<file path="src/inc/io_cond_pkg.sv">
package io_cond_pkg;
   // Clock and time bases
   localparam int CLK_HZ = 25_000_000;
   localparam int DELAY_STEP_MS = 100;
   localparam int DELAY_TICK_CYCLES = CLK_HZ / 1000 * DELAY_STEP_MS;
   localparam logic [15:0] DELAY_MAX_STEPS = 16'h8CA0;
   localparam int PULSE_MAX_HZ = 50_000;
   localparam logic [15:0] PULSE_MIN_HALF =
      16'((CLK_HZ + 2 * PULSE_MAX_HZ - 1) / (2 * PULSE_MAX_HZ));

   // Register byte offsets
   localparam logic [11:0] OFS_BELOW_MIN = 12'h000;
   localparam logic [11:0] OFS_DELAY0 = 12'h004;
   localparam logic [11:0] OFS_LEVEL_A = 12'h010;
   localparam logic [11:0] OFS_LEVEL_B = 12'h014;
   localparam logic [11:0] OFS_AI2_TYPE = 12'h018;
   localparam logic [11:0] OFS_MUX_MODE = 12'h01C;
   localparam logic [11:0] OFS_FUNC0 = 12'h020;
   localparam logic [11:0] OFS_CURVE0 = 12'h034;
   localparam logic [11:0] OFS_PULSE_HALF = 12'h040;
   localparam logic [11:0] OFS_IN_STATE = 12'h044;
   localparam logic [11:0] OFS_VALUE0 = 12'h048;

   // Output function codes
   typedef logic [5:0] func_t;
   localparam func_t FN_NONE = 6'h00;
   localparam func_t FN_RUNNING = 6'h01;
   localparam func_t FN_FAULT = 6'h02;
   localparam func_t FN_LEVEL_DET1 = 6'h03;
   localparam func_t FN_REACHED = 6'h04;
   localparam func_t FN_ZERO_RUN = 6'h05;
   localparam func_t FN_PREWARN = 6'h06;

   // Values after reset
   localparam logic [2:0] RST_BELOW_MIN = 3'h0;
   localparam logic [4:0] RST_LEVEL = 5'h00;
   localparam logic RST_AI2_TYPE = 1'b0;
   localparam logic RST_MUX_MODE = 1'b0;
   localparam logic [15:0] RST_DELAY = 16'h0000;
   localparam logic [15:0] RST_PULSE_HALF = 16'h0000;
   localparam logic [31:0] RST_CURVE = 32'h0000_0000;
   localparam func_t FUNC_RST [5] = '{FN_NONE, FN_FAULT, FN_NONE, FN_RUNNING, FN_REACHED};
endpackage

</file>
<file path="src/inc/delay_if.sv">
`timescale 1ns/1ps
interface delay_if;
   logic level;
   logic [15:0] delay;
   logic state;
   modport src (output level, output delay, input state);
   modport filt (input level, input delay, output state);
endinterface

</file>
<file path="src/drive_terminal_io_conditioning.sv">
// Added by the designer: register access over APB and the register addresses.
`timescale 1ns/1ps
// What this block does
// (RQ1) Analog below minimum with digit 0 gives the channel's minimum-point setting.
// (RQ2) Analog below minimum with digit 1 gives 0.0 percent.
// (RQ3) Inputs with delay act on a change only after 0.0 to 3600.0 s.
// (RQ4) Only inputs one to three are delayed; the rest act at once.
// (RQ5) Ten one-bit active-level selects, five per selector, both reset to zero.
// (RQ6) Level 0: closed to common return is asserted, open is deasserted.
// (RQ7) Level 1: closed to common return is deasserted.
// (RQ8) Level 1: open from common return is asserted.
// (RQ9) Analog input two reads voltage at 0, current at 1, reset 0.
// (RQ10) In current mode 1 mA counts as 0.5 V.
// (RQ11) Multiplexed output: pulse output at mode 0, switch output at mode 1.
// (RQ12) Pulse output never exceeds 50 kHz.
// (RQ13) Five output function selectors with reset codes 0, 2, 0, 1, 4.
// (RQ14) Code 0 never asserts the output.
// (RQ15) Code 1 asserts while running, also at zero output frequency.
// (RQ16) Code 2 asserts when stopped by a fault.
// (RQ17) Codes 3 and 4 follow level detect one and frequency reached.
// (RQ18) Code 5 asserts running at zero frequency, off when stopped.
// (RQ19) Code 6 asserts on motor overload pre-warning.
module drive_terminal_io_conditioning #(
   parameter int TICK_CYCLES = io_cond_pkg::DELAY_TICK_CYCLES
) (
   input wire logic clk,
   input wire logic reset,
   input wire logic psel,
   input wire logic penable,
   input wire logic pwrite,
   input wire logic [11:0] paddr,
   input wire logic [31:0] pwdata,
   output logic [31:0] prdata,
   output logic pready,
   output logic pslverr,
   input wire logic [9:0] digital_input,
   input wire logic [15:0] analog_input_1,
   input wire logic [15:0] analog_input_2,
   input wire logic [15:0] analog_input_3,
   input wire logic drive_running,
   input wire logic fault_stop,
   input wire logic frequency_level_detect_1,
   input wire logic frequency_reached,
   input wire logic output_freq_zero,
   input wire logic overload_prewarn,
   output logic [9:0] digital_input_state,
   output logic [2:0][15:0] curve_value,
   output logic [2:0] below_min,
   output logic multiplexed_pulse_switch_output,
   output logic main_relay,
   output logic extension_relay,
   output logic open_collector_output_1,
   output logic extension_digital_output
);
   import io_cond_pkg::*;

   logic [2:0] below_min_r;
   logic [15:0] delay_r [3];
   logic [4:0] level_a_r;
   logic [4:0] level_b_r;
   logic ai2_type_r;
   logic mux_mode_r;
   func_t func_r [5];
   logic [31:0] curve_r [3];
   logic [15:0] pulse_half_r;
   logic [9:0] sync1_r;
   logic [9:0] sync2_r;
   logic [9:0] lvl_c;
   logic [2:0] filt_state;
   logic [15:0] ain [3];
   logic [15:0] conv_c [3];
   logic [2:0] below_c;
   logic [5:0] drv_c;
   logic [15:0] pcnt_r;
   logic pulse_r;
   logic [31:0] rd_c;
   logic hit_c;
   logic wr_en;
   logic [15:0] pulse_w;
   logic [15:0] delay_w;

   function automatic logic [11:0] slot(input logic [11:0] base, input int idx);
      slot = base + 12'(4 * idx);
   endfunction

   function automatic logic func_out(input func_t code, input logic [5:0] st);
      case (code)
         FN_NONE: func_out = 1'b0; // RQ14
         FN_RUNNING: func_out = st[0]; // RQ15
         FN_FAULT: func_out = st[1]; // RQ16
         FN_LEVEL_DET1: func_out = st[2]; // RQ17
         FN_REACHED: func_out = st[3]; // RQ17
         FN_ZERO_RUN: func_out = st[0] & st[4]; // RQ18
         FN_PREWARN: func_out = st[5]; // RQ19
         default: func_out = 1'b0;
      endcase
   endfunction

   assign ain[0] = analog_input_1;
   assign ain[1] = analog_input_2;
   assign ain[2] = analog_input_3;
   assign drv_c = {overload_prewarn, output_freq_zero, frequency_reached,
                   frequency_level_detect_1, fault_stop, drive_running};

   // APB slave: one wait-free access phase, data registered at setup
   assign wr_en = psel & penable & pready & pwrite;

   always_comb begin
      rd_c = 32'h0000_0000;
      hit_c = paddr[1:0] == 2'h0 &&
              (paddr == OFS_BELOW_MIN || paddr == OFS_LEVEL_A ||
               paddr == OFS_LEVEL_B || paddr == OFS_AI2_TYPE ||
               paddr == OFS_MUX_MODE || paddr == OFS_PULSE_HALF ||
               paddr == OFS_IN_STATE);
      case (paddr)
         OFS_BELOW_MIN: rd_c = {29'h0, below_min_r};
         OFS_LEVEL_A: rd_c = {27'h0, level_a_r};
         OFS_LEVEL_B: rd_c = {27'h0, level_b_r};
         OFS_AI2_TYPE: rd_c = {31'h0, ai2_type_r};
         OFS_MUX_MODE: rd_c = {31'h0, mux_mode_r};
         OFS_PULSE_HALF: rd_c = {16'h0, pulse_half_r};
         OFS_IN_STATE: rd_c = {22'h0, digital_input_state};
         default: rd_c = 32'h0000_0000;
      endcase
      for (int i = 0; i < 3; i++) begin
         if (paddr == slot(OFS_DELAY0, i)) begin
            rd_c = {16'h0, delay_r[i]};
            hit_c = 1'b1;
         end
         if (paddr == slot(OFS_CURVE0, i)) begin
            rd_c = curve_r[i];
            hit_c = 1'b1;
         end
         if (paddr == slot(OFS_VALUE0, i)) begin
            rd_c = {{16{curve_value[i][15]}}, curve_value[i]};
            hit_c = 1'b1;
         end
      end
      for (int i = 0; i < 5; i++) begin
         if (paddr == slot(OFS_FUNC0, i)) begin
            rd_c = {26'h0, func_r[i]};
            hit_c = 1'b1;
         end
      end
   end

   always_ff @(posedge clk or posedge reset) begin
      if (reset) begin
         pready <= 1'b0;
         prdata <= 32'h0000_0000;
         pslverr <= 1'b0;
      end else if (psel && !penable) begin
         pready <= 1'b1;
         prdata <= rd_c;
         pslverr <= ~hit_c;
      end else if (pready) begin
         pready <= 1'b0;
         pslverr <= 1'b0;
      end
   end

   // Out-of-range values are clamped rather than refused
   always_comb begin
      pulse_w = pwdata[15:0];
      if (pulse_w != 16'h0000 && pulse_w < PULSE_MIN_HALF) begin
         pulse_w = PULSE_MIN_HALF; // RQ12
      end
      delay_w = pwdata[15:0];
      if (delay_w > DELAY_MAX_STEPS) begin
         delay_w = DELAY_MAX_STEPS; // RQ3
      end
   end

   always_ff @(posedge clk or posedge reset) begin
      if (reset) begin
         below_min_r <= RST_BELOW_MIN;
         level_a_r <= RST_LEVEL; // RQ5
         level_b_r <= RST_LEVEL; // RQ5
         ai2_type_r <= RST_AI2_TYPE; // RQ9
         mux_mode_r <= RST_MUX_MODE; // RQ11
         pulse_half_r <= RST_PULSE_HALF;
      end else if (wr_en) begin
         case (paddr)
            OFS_BELOW_MIN: below_min_r <= pwdata[2:0];
            OFS_LEVEL_A: level_a_r <= pwdata[4:0];
            OFS_LEVEL_B: level_b_r <= pwdata[4:0];
            OFS_AI2_TYPE: ai2_type_r <= pwdata[0];
            OFS_MUX_MODE: mux_mode_r <= pwdata[0];
            OFS_PULSE_HALF: pulse_half_r <= pulse_w;
            default: begin
            end
         endcase
      end
   end

   always_ff @(posedge clk or posedge reset) begin
      if (reset) begin
         for (int i = 0; i < 3; i++) begin
            delay_r[i] <= RST_DELAY;
            curve_r[i] <= RST_CURVE;
         end
      end else if (wr_en) begin
         for (int i = 0; i < 3; i++) begin
            if (paddr == slot(OFS_DELAY0, i)) begin
               delay_r[i] <= delay_w;
            end
            if (paddr == slot(OFS_CURVE0, i)) begin
               curve_r[i] <= pwdata;
            end
         end
      end
   end

   always_ff @(posedge clk or posedge reset) begin
      if (reset) begin
         for (int i = 0; i < 5; i++) begin
            func_r[i] <= FUNC_RST[i]; // RQ13
         end
      end else if (wr_en) begin
         for (int i = 0; i < 5; i++) begin
            if (paddr == slot(OFS_FUNC0, i)) begin
               func_r[i] <= pwdata[5:0];
            end
         end
      end
   end

   // Digital inputs: 1 on a pin means closed to the common return
   always_ff @(posedge clk or posedge reset) begin
      if (reset) begin
         sync1_r <= 10'h000;
         sync2_r <= 10'h000;
      end else begin
         sync1_r <= digital_input;
         sync2_r <= sync1_r;
      end
   end

   assign lvl_c = sync2_r ^ {level_b_r, level_a_r}; // RQ6 RQ7 RQ8

   for (genvar g = 0; g < 3; g++) begin : g_dly
      delay_if dif ();
      assign dif.level = lvl_c[g];
      assign dif.delay = delay_r[g];
      assign filt_state[g] = dif.state;
      input_delay_filter #(
         .TICK_CYCLES(TICK_CYCLES)
      ) i_input_delay_filter (
         .clk(clk),
         .reset(reset),
         .dly(dif)
      );
   end

   always_ff @(posedge clk or posedge reset) begin
      if (reset) begin
         digital_input_state <= 10'h000;
      end else begin
         digital_input_state <= {lvl_c[9:3], filt_state}; // RQ4
      end
   end

   // Analog: current codes halve to voltage codes; curve comes after this block
   always_comb begin
      for (int i = 0; i < 3; i++) begin
         conv_c[i] = ain[i];
         if (i == 1 && ai2_type_r) begin
            conv_c[i] = {ain[i][15], ain[i][15:1]}; // RQ9 RQ10
         end
         below_c[i] = $signed(conv_c[i]) < $signed(curve_r[i][15:0]);
      end
   end

   always_ff @(posedge clk or posedge reset) begin
      if (reset) begin
         curve_value <= '0;
         below_min <= 3'h0;
      end else begin
         for (int i = 0; i < 3; i++) begin
            below_min[i] <= below_c[i];
            if (!below_c[i]) begin
               curve_value[i] <= conv_c[i];
            end else if (below_min_r[i]) begin
               curve_value[i] <= 16'h0000; // RQ2
            end else begin
               curve_value[i] <= curve_r[i][31:16]; // RQ1
            end
         end
      end
   end

   // Pulse generator; period comes from software, floor set by write clamp
   always_ff @(posedge clk or posedge reset) begin
      if (reset) begin
         pcnt_r <= 16'h0000;
         pulse_r <= 1'b0;
      end else if (!mux_mode_r && pulse_half_r != 16'h0000) begin
         if (pcnt_r + 16'h0001 >= pulse_half_r) begin
            pcnt_r <= 16'h0000;
            pulse_r <= ~pulse_r; // RQ12
         end else begin
            pcnt_r <= pcnt_r + 16'h0001;
         end
      end else begin
         pcnt_r <= 16'h0000;
         pulse_r <= 1'b0;
      end
   end

   always_ff @(posedge clk or posedge reset) begin
      if (reset) begin
         multiplexed_pulse_switch_output <= 1'b0;
         main_relay <= 1'b0;
         extension_relay <= 1'b0;
         open_collector_output_1 <= 1'b0;
         extension_digital_output <= 1'b0;
      end else begin
         multiplexed_pulse_switch_output <=
            mux_mode_r ? func_out(func_r[0], drv_c) : pulse_r; // RQ11
         main_relay <= func_out(func_r[1], drv_c);
         extension_relay <= func_out(func_r[2], drv_c);
         open_collector_output_1 <= func_out(func_r[3], drv_c);
         extension_digital_output <= func_out(func_r[4], drv_c);
      end
   end

   // Helper logic for assertions
   logic pulse_q_r;
   logic [15:0] gap_r;
   logic min_set0;
   logic [15:0] ain2_half;
   logic pin_lvl3;
   logic pin_lvl9;
   logic fsel0;

   always_ff @(posedge clk or posedge reset) begin
      if (reset) begin
         pulse_q_r <= 1'b0;
         gap_r <= 16'h0000;
      end else begin
         pulse_q_r <= pulse_r;
         if (pulse_r != pulse_q_r) begin
            gap_r <= 16'h0000;
         end else if (gap_r != 16'hFFFF) begin
            gap_r <= gap_r + 16'h0001;
         end
      end
   end

   assign ain2_half = {analog_input_2[15], analog_input_2[15:1]};
   assign pin_lvl3 = digital_input[3] ^ level_a_r[3];
   assign pin_lvl9 = digital_input[9] ^ level_b_r[4];
   assign fsel0 = func_out(func_r[0], drv_c);
   assign min_set0 = below_c[0] & ~below_min_r[0];
endmodule // drive_terminal_io_conditioning

</file>
<file path="src/input_delay_filter.sv">
`timescale 1ns/1ps
module input_delay_filter #(
   parameter int TICK_CYCLES = io_cond_pkg::DELAY_TICK_CYCLES
) (
   input wire logic clk,
   input wire logic reset,
   delay_if.filt dly
);
   import io_cond_pkg::*;

   localparam int TW = $clog2(TICK_CYCLES + 1);

   typedef enum logic [1:0] {
      ST_STABLE = 2'b01,
      ST_PENDING = 2'b10
   } dstate_t;

   dstate_t st_r;
   logic [TW-1:0] sub_r;
   logic [15:0] cnt_r;
   logic state_r;

   assign dly.state = state_r;

   // Prescaler restarts on each change, so the delay is exact
   always_ff @(posedge clk or posedge reset) begin
      if (reset) begin
         st_r <= ST_STABLE;
         sub_r <= '0;
         cnt_r <= 16'h0000;
         state_r <= 1'b0;
      end else begin
         case (st_r)
            ST_STABLE: begin
               if (dly.level != state_r) begin
                  if (dly.delay == 16'h0000) begin
                     state_r <= dly.level; // RQ3
                  end else begin
                     st_r <= ST_PENDING;
                     sub_r <= '0;
                     cnt_r <= 16'h0000;
                  end
               end
            end
            ST_PENDING: begin
               if (dly.level == state_r) begin
                  st_r <= ST_STABLE;
               end else if (sub_r == TW'(TICK_CYCLES - 1)) begin
                  sub_r <= '0;
                  if (cnt_r + 16'h0001 >= dly.delay) begin
                     state_r <= dly.level; // RQ3
                     st_r <= ST_STABLE;
                  end else begin
                     cnt_r <= cnt_r + 16'h0001;
                  end
               end else begin
                  sub_r <= sub_r + TW'(1);
               end
            end
            default: st_r <= ST_STABLE;
         endcase
      end
   end
endmodule // input_delay_filter
</file>
<file path="config.mk">
export PLATFORM = sky130hd
export DESIGN_NAME = drive_terminal_io_conditioning
export DESIGN_NICKNAME = d
export VERILOG_FILES = /design/src/inc/io_cond_pkg.sv /design/src/inc/delay_if.sv /design/src/drive_terminal_io_conditioning.sv /design/src/input_delay_filter.sv
export SDC_FILE = /design/constraint.sdc
export NUM_CORES = 1
export LEC_CHECK = 0
export BUFFER_PORTS_ARGS = -buffer_cell sky130_fd_sc_hd__buf_2
export CELL_PAD_IN_SITES_DETAIL_PLACEMENT = 1
export CELL_PAD_IN_SITES_GLOBAL_PLACEMENT = 1
export CORE_MARGIN = 3
export CORE_UTILIZATION = 51
export DETAILED_ROUTE_END_ITERATION = 12
export GPL_ROUTABILITY_DRIVEN = 0
export PLACE_DENSITY = 0.91
export SYNTH_ARGS = -nofsm -noshare
export SYNTH_HDL_FRONTEND = slang
export SYNTH_SLANG_ARGS = --single-unit
</file>
<file path="constraint.sdc">
create_clock -name clk -period 23.8 [get_ports clk]
set_input_delay 2.38 -clock clk [delete_from_list [all_inputs] [get_ports clk]]
set_output_delay 2.38 -clock clk [all_outputs]
set_load 0.03 [all_outputs]
</file>
==> results.toml, run 1 <==
[timing]
relSlewSlack_pct = 16.74
fin_crit_ns = 5.660
hold_viol = 0
max_freq_ghz = 0.1767
fin_setup_tns_ns = 0
setup_viol = 0
grt_setup_unrepaired = "false"
worstMarginPinSlew_ns = 1.238
drv_slew = 0
clock_skew_ns = 0.06413
period_share_pct = 23.78

[cts]
cts.sinks = 465
root_buffer = "clkbuf_16"
cts_tree = "yes"
cts_resized = 0
cts_made_buffers = 51
clkLatencyLatePin_ns = 0.66
htreeDepth = 2
postCtsSetupRepairBufs = 0
clk_path_buf_depth = 3
path_clk_slew_ns = 0.06
cts_hold_buf = 0

[logic_synthesis]
synth-edff-count = 0
netlist_area_sq_um = 24870
ys_ff_latch = 465
async_flop_share_pct = 100.0
yosysMostFrequentCell = "dfrtp_1"
ys_top_cells_by_area = "dfrtp_1 (46%), mux2_2 (8.4%), ha_1 (5.8%)"
post-synth-top-area-fraction_pct = 46.18
yosys_warnings = 0
syn_avg_cell_area_sq_um = 9.957
synth_cell_types = 73
synth_seq_area_share_pct = 46.81
ys.flop_type = "dfrtp_1"
synth_nets = 2727
synth_common_cells = "dfrtp_1 (459), nand2_1 (254), o21ai_0 (212), mux2_2 (185), nor2_1 (145)"
yosysTopAreaCell = "dfrtp_1"
synth_cells = 2498

[floorplan]
die_y_um = 226.8
initial_core_util_pct = 51.88
die-width_um = 226.8
rows = 80
core_sq_um = 47950
die_area_sq_um = 51460
pin_count = 213

[run_status]
status = "completed"

[worst_setup_path]
worstSetupEndpointType = "flop"
path_class = "in -> reg"
timing.rr.end = "g_dly[1].i_input_delay_filter.cnt_r[5]$_DFFE_PP0P_"
cp.arrival_ns = 6.04
crit_required_ns = 24.18
regToRegSetupSlack_ns = 19.24
path_max_fanout = 31
crit_path_start_kind = "primary input"
r2r-start = "g_dly[1].i_input_delay_filter.cnt_r[0]$_DFFE_PP0P_"
reg2reg_depth = 12

[global_route]
grt.overflow.total = 0
grt_start_max_net_pins = 130
grt_pass1_wl_um = 153900
antenna_found_initial = 11
grt_use_total_pct = 39.34
grt_pass1_vias = 25080

[final_layout]
fin_nets = 2914
syn_to_final_growth_pct = 13.94
drive_gt1_share_pct = 19.80
fill_cells = 5229
final_cell_count_no_fill = 3350

[pwr]
vdd_drop_max_uv = 62.86
powerDensity_nw_per_um2 = 65.58
leakagePower_nw = 13.36

[detailed_routing]
wl_um = 101600
first_pass_iters = 8
num_vias = 23277
drtAntennaViolNets = 0
via_per_inst = 6.948
drc = 0
drt-wirelength-per-cell_um = 30.33
drt-initial-drc-count = 3037

[placed_design]
dp.cells = 3247
port_buffers = 212
hpwl_um = 67940

[hold_path]
min_delay_path_depth = 0
min_to = "sync2_r[7]$_DFF_PP0_"
worstHoldStart = "sync1_r[7]$_DFF_PP0_"
hp-class = "reg -> reg"

[run]
max_cap_viol_count = 0
## cells by family after synthesis
family	after synthesis	synth area share [%]
AO/OA/AOI/OAI	581	15.08
XOR/XNOR	92	3.355
adder cells (fa/ha/maj)	116	5.835
buffers and inverters	237	3.622
flip-flops	465	46.81
multiplexers	198	8.949
AND/OR/NAND/NOR	809	16.34
## cells in the final DEF (no fill, tap or decap), drive strengths merged, types with 12 or more instances in the layout
master and n:
or3 19, xor2 52, mux2i 12, o22ai 13, nor3 34, xnor2 38
nand2 254, a22oi 13, nor4 23, nand2b 44, or4 14, buf 236
clkinv 16, nand3 93, inv 136, nor2b 65, nand4 21, clkbuf 68
dfrtp 459, and2 12, nor2 145, a21oi 102, ha 116, o211ai 14
a31oi 19, a21o 22, mux2 185, a22o 44, and3 45, a221oi 47
o21ai 216, o31ai 14
## critical path, cell delays in order
cell      delay [ns]
buf_2           0.43
nor4bb_1        0.70
nand2_1         0.41
nor2_1          0.72
nand2_1         0.76
nand2_1         0.36
o21ai_0         0.27
## final cells by class
type                       instances  area, sq um  area share (%)
multi-input combinational       1796        12360           43.60
inverter                         135        514.2           1.815
antenna                            8        20.02         0.07064
sequential                       465        11640           41.09
clock buffer                      68         1460           5.152
timing repair buffer             236         1241           4.380
clock inverter                    27        335.3           1.183
tap                              615        769.5           2.715
## routing by layer
metal / routed length (um) / vias to the layer above / global-route usage (%)
met3: 12010 / 663 / 11.89
met4: 7704 / 10 / 24.87
met1: 36520 / 11482 / 47.64
li1: - / 9365 / -
met2: 45320 / 1757 / 61.47
met5: 49 / - / 0
## worst max-delay path by stage
stage / slack (ns) / to / start
6_report: 18.14 / g_dly[2].dif.delay[6]$_DFFE_PP0P_ / paddr[2]
5_1_grt: 18.01 / g_dly[2].dif.delay[6]$_DFFE_PP0P_ / paddr[2]
3_3_place_gp: 18.26 / g_dly[2].dif.delay[15]$_DFFE_PP0P_ / paddr[9]
4_1_cts: 18.47 / g_dly[2].dif.delay[6]$_DFFE_PP0P_ / paddr[9]
3_5_place_dp: 17.97 / g_dly[2].dif.delay[6]$_DFFE_PP0P_ / paddr[9]
2_1_floorplan: 8.46 / ai2_type_r$_DFFE_PP0P_ / reset
## report_power, final
group	leakage [nW]	switching [mW]	internal (mW)	total [mW]
Sequential	6.22	0.0209	0.808	0.829
Clock	0.884	0.369	0.498	0.868
Combinational	6.26	0.115	0.0471	0.162
Total	13.4	0.505	1.35	1.86
## registers in the layout, summed over array words and instances, names as in the netlist, 5 cells and up
register	count
sync1_r	10
g_dly.i_input_delay_filter.st_r	6
sync2_r	10
func_r	30
curve_value	48
g_dly.dif.delay	48
level_a_r	5
digital_input_state	10
g_dly.i_input_delay_filter.cnt_r	48
prdata	32
curve_r	96
pcnt_r	16
level_b_r	5
pulse_half_r	16
g_dly.i_input_delay_filter.sub_r	66
## stage by stage
stage	instance area, sq um	hold slack, ns	total power [mW]	util (%)	setup slack [ns]
floorplan	24870	0.3312	0.9252	-	8.463
global placement	26520	0.3377	0.9831	55.32	18.26
detailed placement	26520	0.3372	0.9936	55.32	17.97
CTS	28320	0.3581	1.849	59.07	18.47
global route	28330	0.3587	1.898	59.08	18.01
finish	28340	0.3561	1.858	59.11	18.14
No activity file was read; power rests on OpenSTA's default activity.
==> run 2: changes to the inputs <==
--- a/config.mk
+++ b/config.mk
@@ -9,10 +9,10 @@
 export CELL_PAD_IN_SITES_DETAIL_PLACEMENT = 1
 export CELL_PAD_IN_SITES_GLOBAL_PLACEMENT = 1
 export CORE_MARGIN = 3
-export CORE_UTILIZATION = 51
+export CORE_UTILIZATION = 48
 export DETAILED_ROUTE_END_ITERATION = 12
 export GPL_ROUTABILITY_DRIVEN = 0
-export PLACE_DENSITY = 0.91
+export PLACE_DENSITY = 0.86
 export SYNTH_ARGS = -nofsm -noshare
 export SYNTH_HDL_FRONTEND = slang
 export SYNTH_SLANG_ARGS = --single-unit
==> constraint.sdc (replaced) <==
create_clock -name clk -period 5.5 [get_ports clk]
set_input_delay 0.55 -clock clk [delete_from_list [all_inputs] [get_ports clk]]
set_output_delay 0.55 -clock clk [all_outputs]
set_load 0.03 [all_outputs]
==> results.toml, run 2 (same netlist as run 1, synthesis figures left out) <==
[final_layout]
syn_to_final_growth_pct = 14.99
regMostFlops = "curve_r"
fin_nets = 2915
reg_top3 = "curve_r: 96 flops, g_dly.i_input_delay_filter.sub_r: 66 flops"
mostFrequentLayoutCells = "dfrtp_1 (459), nand2_1 (254), o21ai_0 (212), buf_2 (212), mux2_2 (185)"
drive_gt1_share_pct = 19.85
fill_cells = 5657
largest_reg_flops = 96
layout_commonest_cell = "dfrtp_1"

[hold_path]
min_delay_path_depth = 1
min_to = "sync1_r[6]$_DFF_PP0_"
hp-class = "in -> reg"
worstHoldStart = "digital_input[6]"

[cts]
cts_made_buffers = 52
cts.sinks = 465
clkLatencyLatePin_ns = 0.63
htreeDepth = 2
clk_path_buf_depth = 3
cts_tree = "yes"
path_clk_slew_ns = 0.06
root_buffer = "clkbuf_16"

[timing]
grt_setup_unrepaired = "false"
hold_viol = 0
setup_viol = 0
drv_slew = 0
clock_skew_ns = 0.02477
worstMarginPinSlew_ns = 1.323
relSlewSlack_pct = 11.09
max_freq_ghz = 0.2258
period_share_pct = 80.51
setup_ws_ns = 1.072
whs_ns = 0.04128
fin_crit_ns = 4.428

[global_route]
grt.overflow.total = 0
grt_use_total_pct = 34.32
grt_pass1_wl_um = 143800
use_met1_pct = 42.84
grt_start_max_net_pins = 176
top_usage_layer = "met2"
antenna_found_initial = 6
met2_usage_pct = 55.41
grt_use_met3_pct = 8.183
grt_pass1_vias = 23965

[floorplan]
die-width_um = 233.6
rows = 82
die_area_sq_um = 54590
initial_core_util_pct = 49.07
core_sq_um = 50680
pin_count = 213
die_y_um = 233.6

[detailed_routing]
drt-wirelength-per-cell_um = 27.45
num_vias = 22294
first_pass_iters = 6
wl_um = 93420
via_per_inst = 6.549
drc = 0
drtAntennaViolNets = 0
drt-initial-drc-count = 2357

[worst_setup_path]
cp.arrival_ns = 4.97
path_max_fanout = 12
crit_start = "g_dly[2].i_input_delay_filter.cnt_r[0]$_DFFE_PP0P_"
crit_required_ns = 6.05
reg2reg_depth = 15
r2r-start = "g_dly[2].i_input_delay_filter.cnt_r[0]$_DFFE_PP0P_"
path_class = "reg -> reg"
timing.rr.end = "g_dly[2].i_input_delay_filter.cnt_r[0]$_DFFE_PP0P_"
regToRegSetupSlack_ns = 1.07
worstSetupEndpointType = "flop"
crit_path_start_kind = "flop"

[placed_design]
dpl_worst_slack_ns = 1.111
hpwl_um = 65560
port_buffers = 212

[pwr]
powerDensity_nw_per_um2 = 289.2
power_mw = 8.271
vdd_drop_max_uv = 230.6
leakagePower_nw = 13.45

[run_status]
status = "completed"

[run]
max_cap_viol_count = 0
[run 2: metal layers]
metal / vias up / wire length [um]
met3: 385 / 8707
met2: 1221 / 43410
met1: 11290 / 35790
met4: 8 / 5460
met5: - / 52
li1: 9390 / -
[run 2: worst max-delay path: stages, from the launching register on]
cell,delay [ns]
dfrtp_1,0.43
ha_1,0.23
inv_1,0.10
nor2_1,0.24
and3_1,0.26
nand2_1,0.11
nor2_1,0.15
xnor2_1,0.17
ha_1,0.28
a21o_1,0.18
a211o_1,0.29
a21oi_1,0.19
o21ai_0,0.14
buf_4,0.20
nor3_1,1.04
mux2_2,0.33
[run 2: where the power goes]
| group | internal [mW] | total, mW | leakage, nW | switching, mW |
|---|---|---|---|---|
| logic | 0.211 | 0.692 | 6.26 | 0.481 |
| registers | 3.50 | 3.58 | 6.22 | 0.0810 |
| clock network | 2.45 | 4.00 | 0.964 | 1.55 |
| total | 6.16 | 8.27 | 13.4 | 2.11 |
[run 2: how the worst max path moves through the flow]
| stage | end | slack, ns | cells after the start |
|---|---|---|---|
| after floorplan | ai2_type_r$_DFFE_PP0P_ | -1.34 | 1 |
| final | g_dly[2].i_input_delay_filter.cnt_r[0]$_DFFE_PP0P_ | 1.07 | 15 |
| after global routing | pcnt_r[12]$_DFF_PP0_ | 0.76 | 14 |
| after global placement | g_dly[2].i_input_delay_filter.cnt_r[0]$_DFFE_PP0P_ | 1.42 | 15 |
| after CTS | g_dly[2].i_input_delay_filter.cnt_r[0]$_DFFE_PP0P_ | 1.08 | 15 |
| after detailed placement | g_dly[2].i_input_delay_filter.cnt_r[0]$_DFFE_PP0P_ | 1.11 | 15 |
[run 2: metrics by stage]
step	area (sq um)	instances	utilization [%]	setup TNS, ns
6_report	28600	3404	56.43	0
3_5_place_dp	26620	3303	52.53	0
5_1_grt	28600	3402	56.42	0
2_1_floorplan	24880	2498	-	-615.07
3_3_place_gp	26620	3303	52.53	0
4_1_cts	28600	3402	56.42	0
[run 2: what timing repair did]
item                                   4_1_cts  5_1_grt
hold buffers                                 1        0
setup buffers                                0        0
endpoints found under the hold margin       14        0
setup endpoints to repair                    0        0
resized for setup                            0        0
[run 2: final cells by class]
class                      instances  area (sq um)  share of cell area [%]
inverter                         135         510.5                   1.785
antenna                            2         5.005                 0.01750
tap                              672         840.8                   2.940
clock inverter                    27         451.7                   1.579
timing repair buffer             236          1281                   4.480
multi-input combinational       1796         12360                   43.20
sequential                       465         11640                   40.71
clock buffer                      71          1513                   5.289
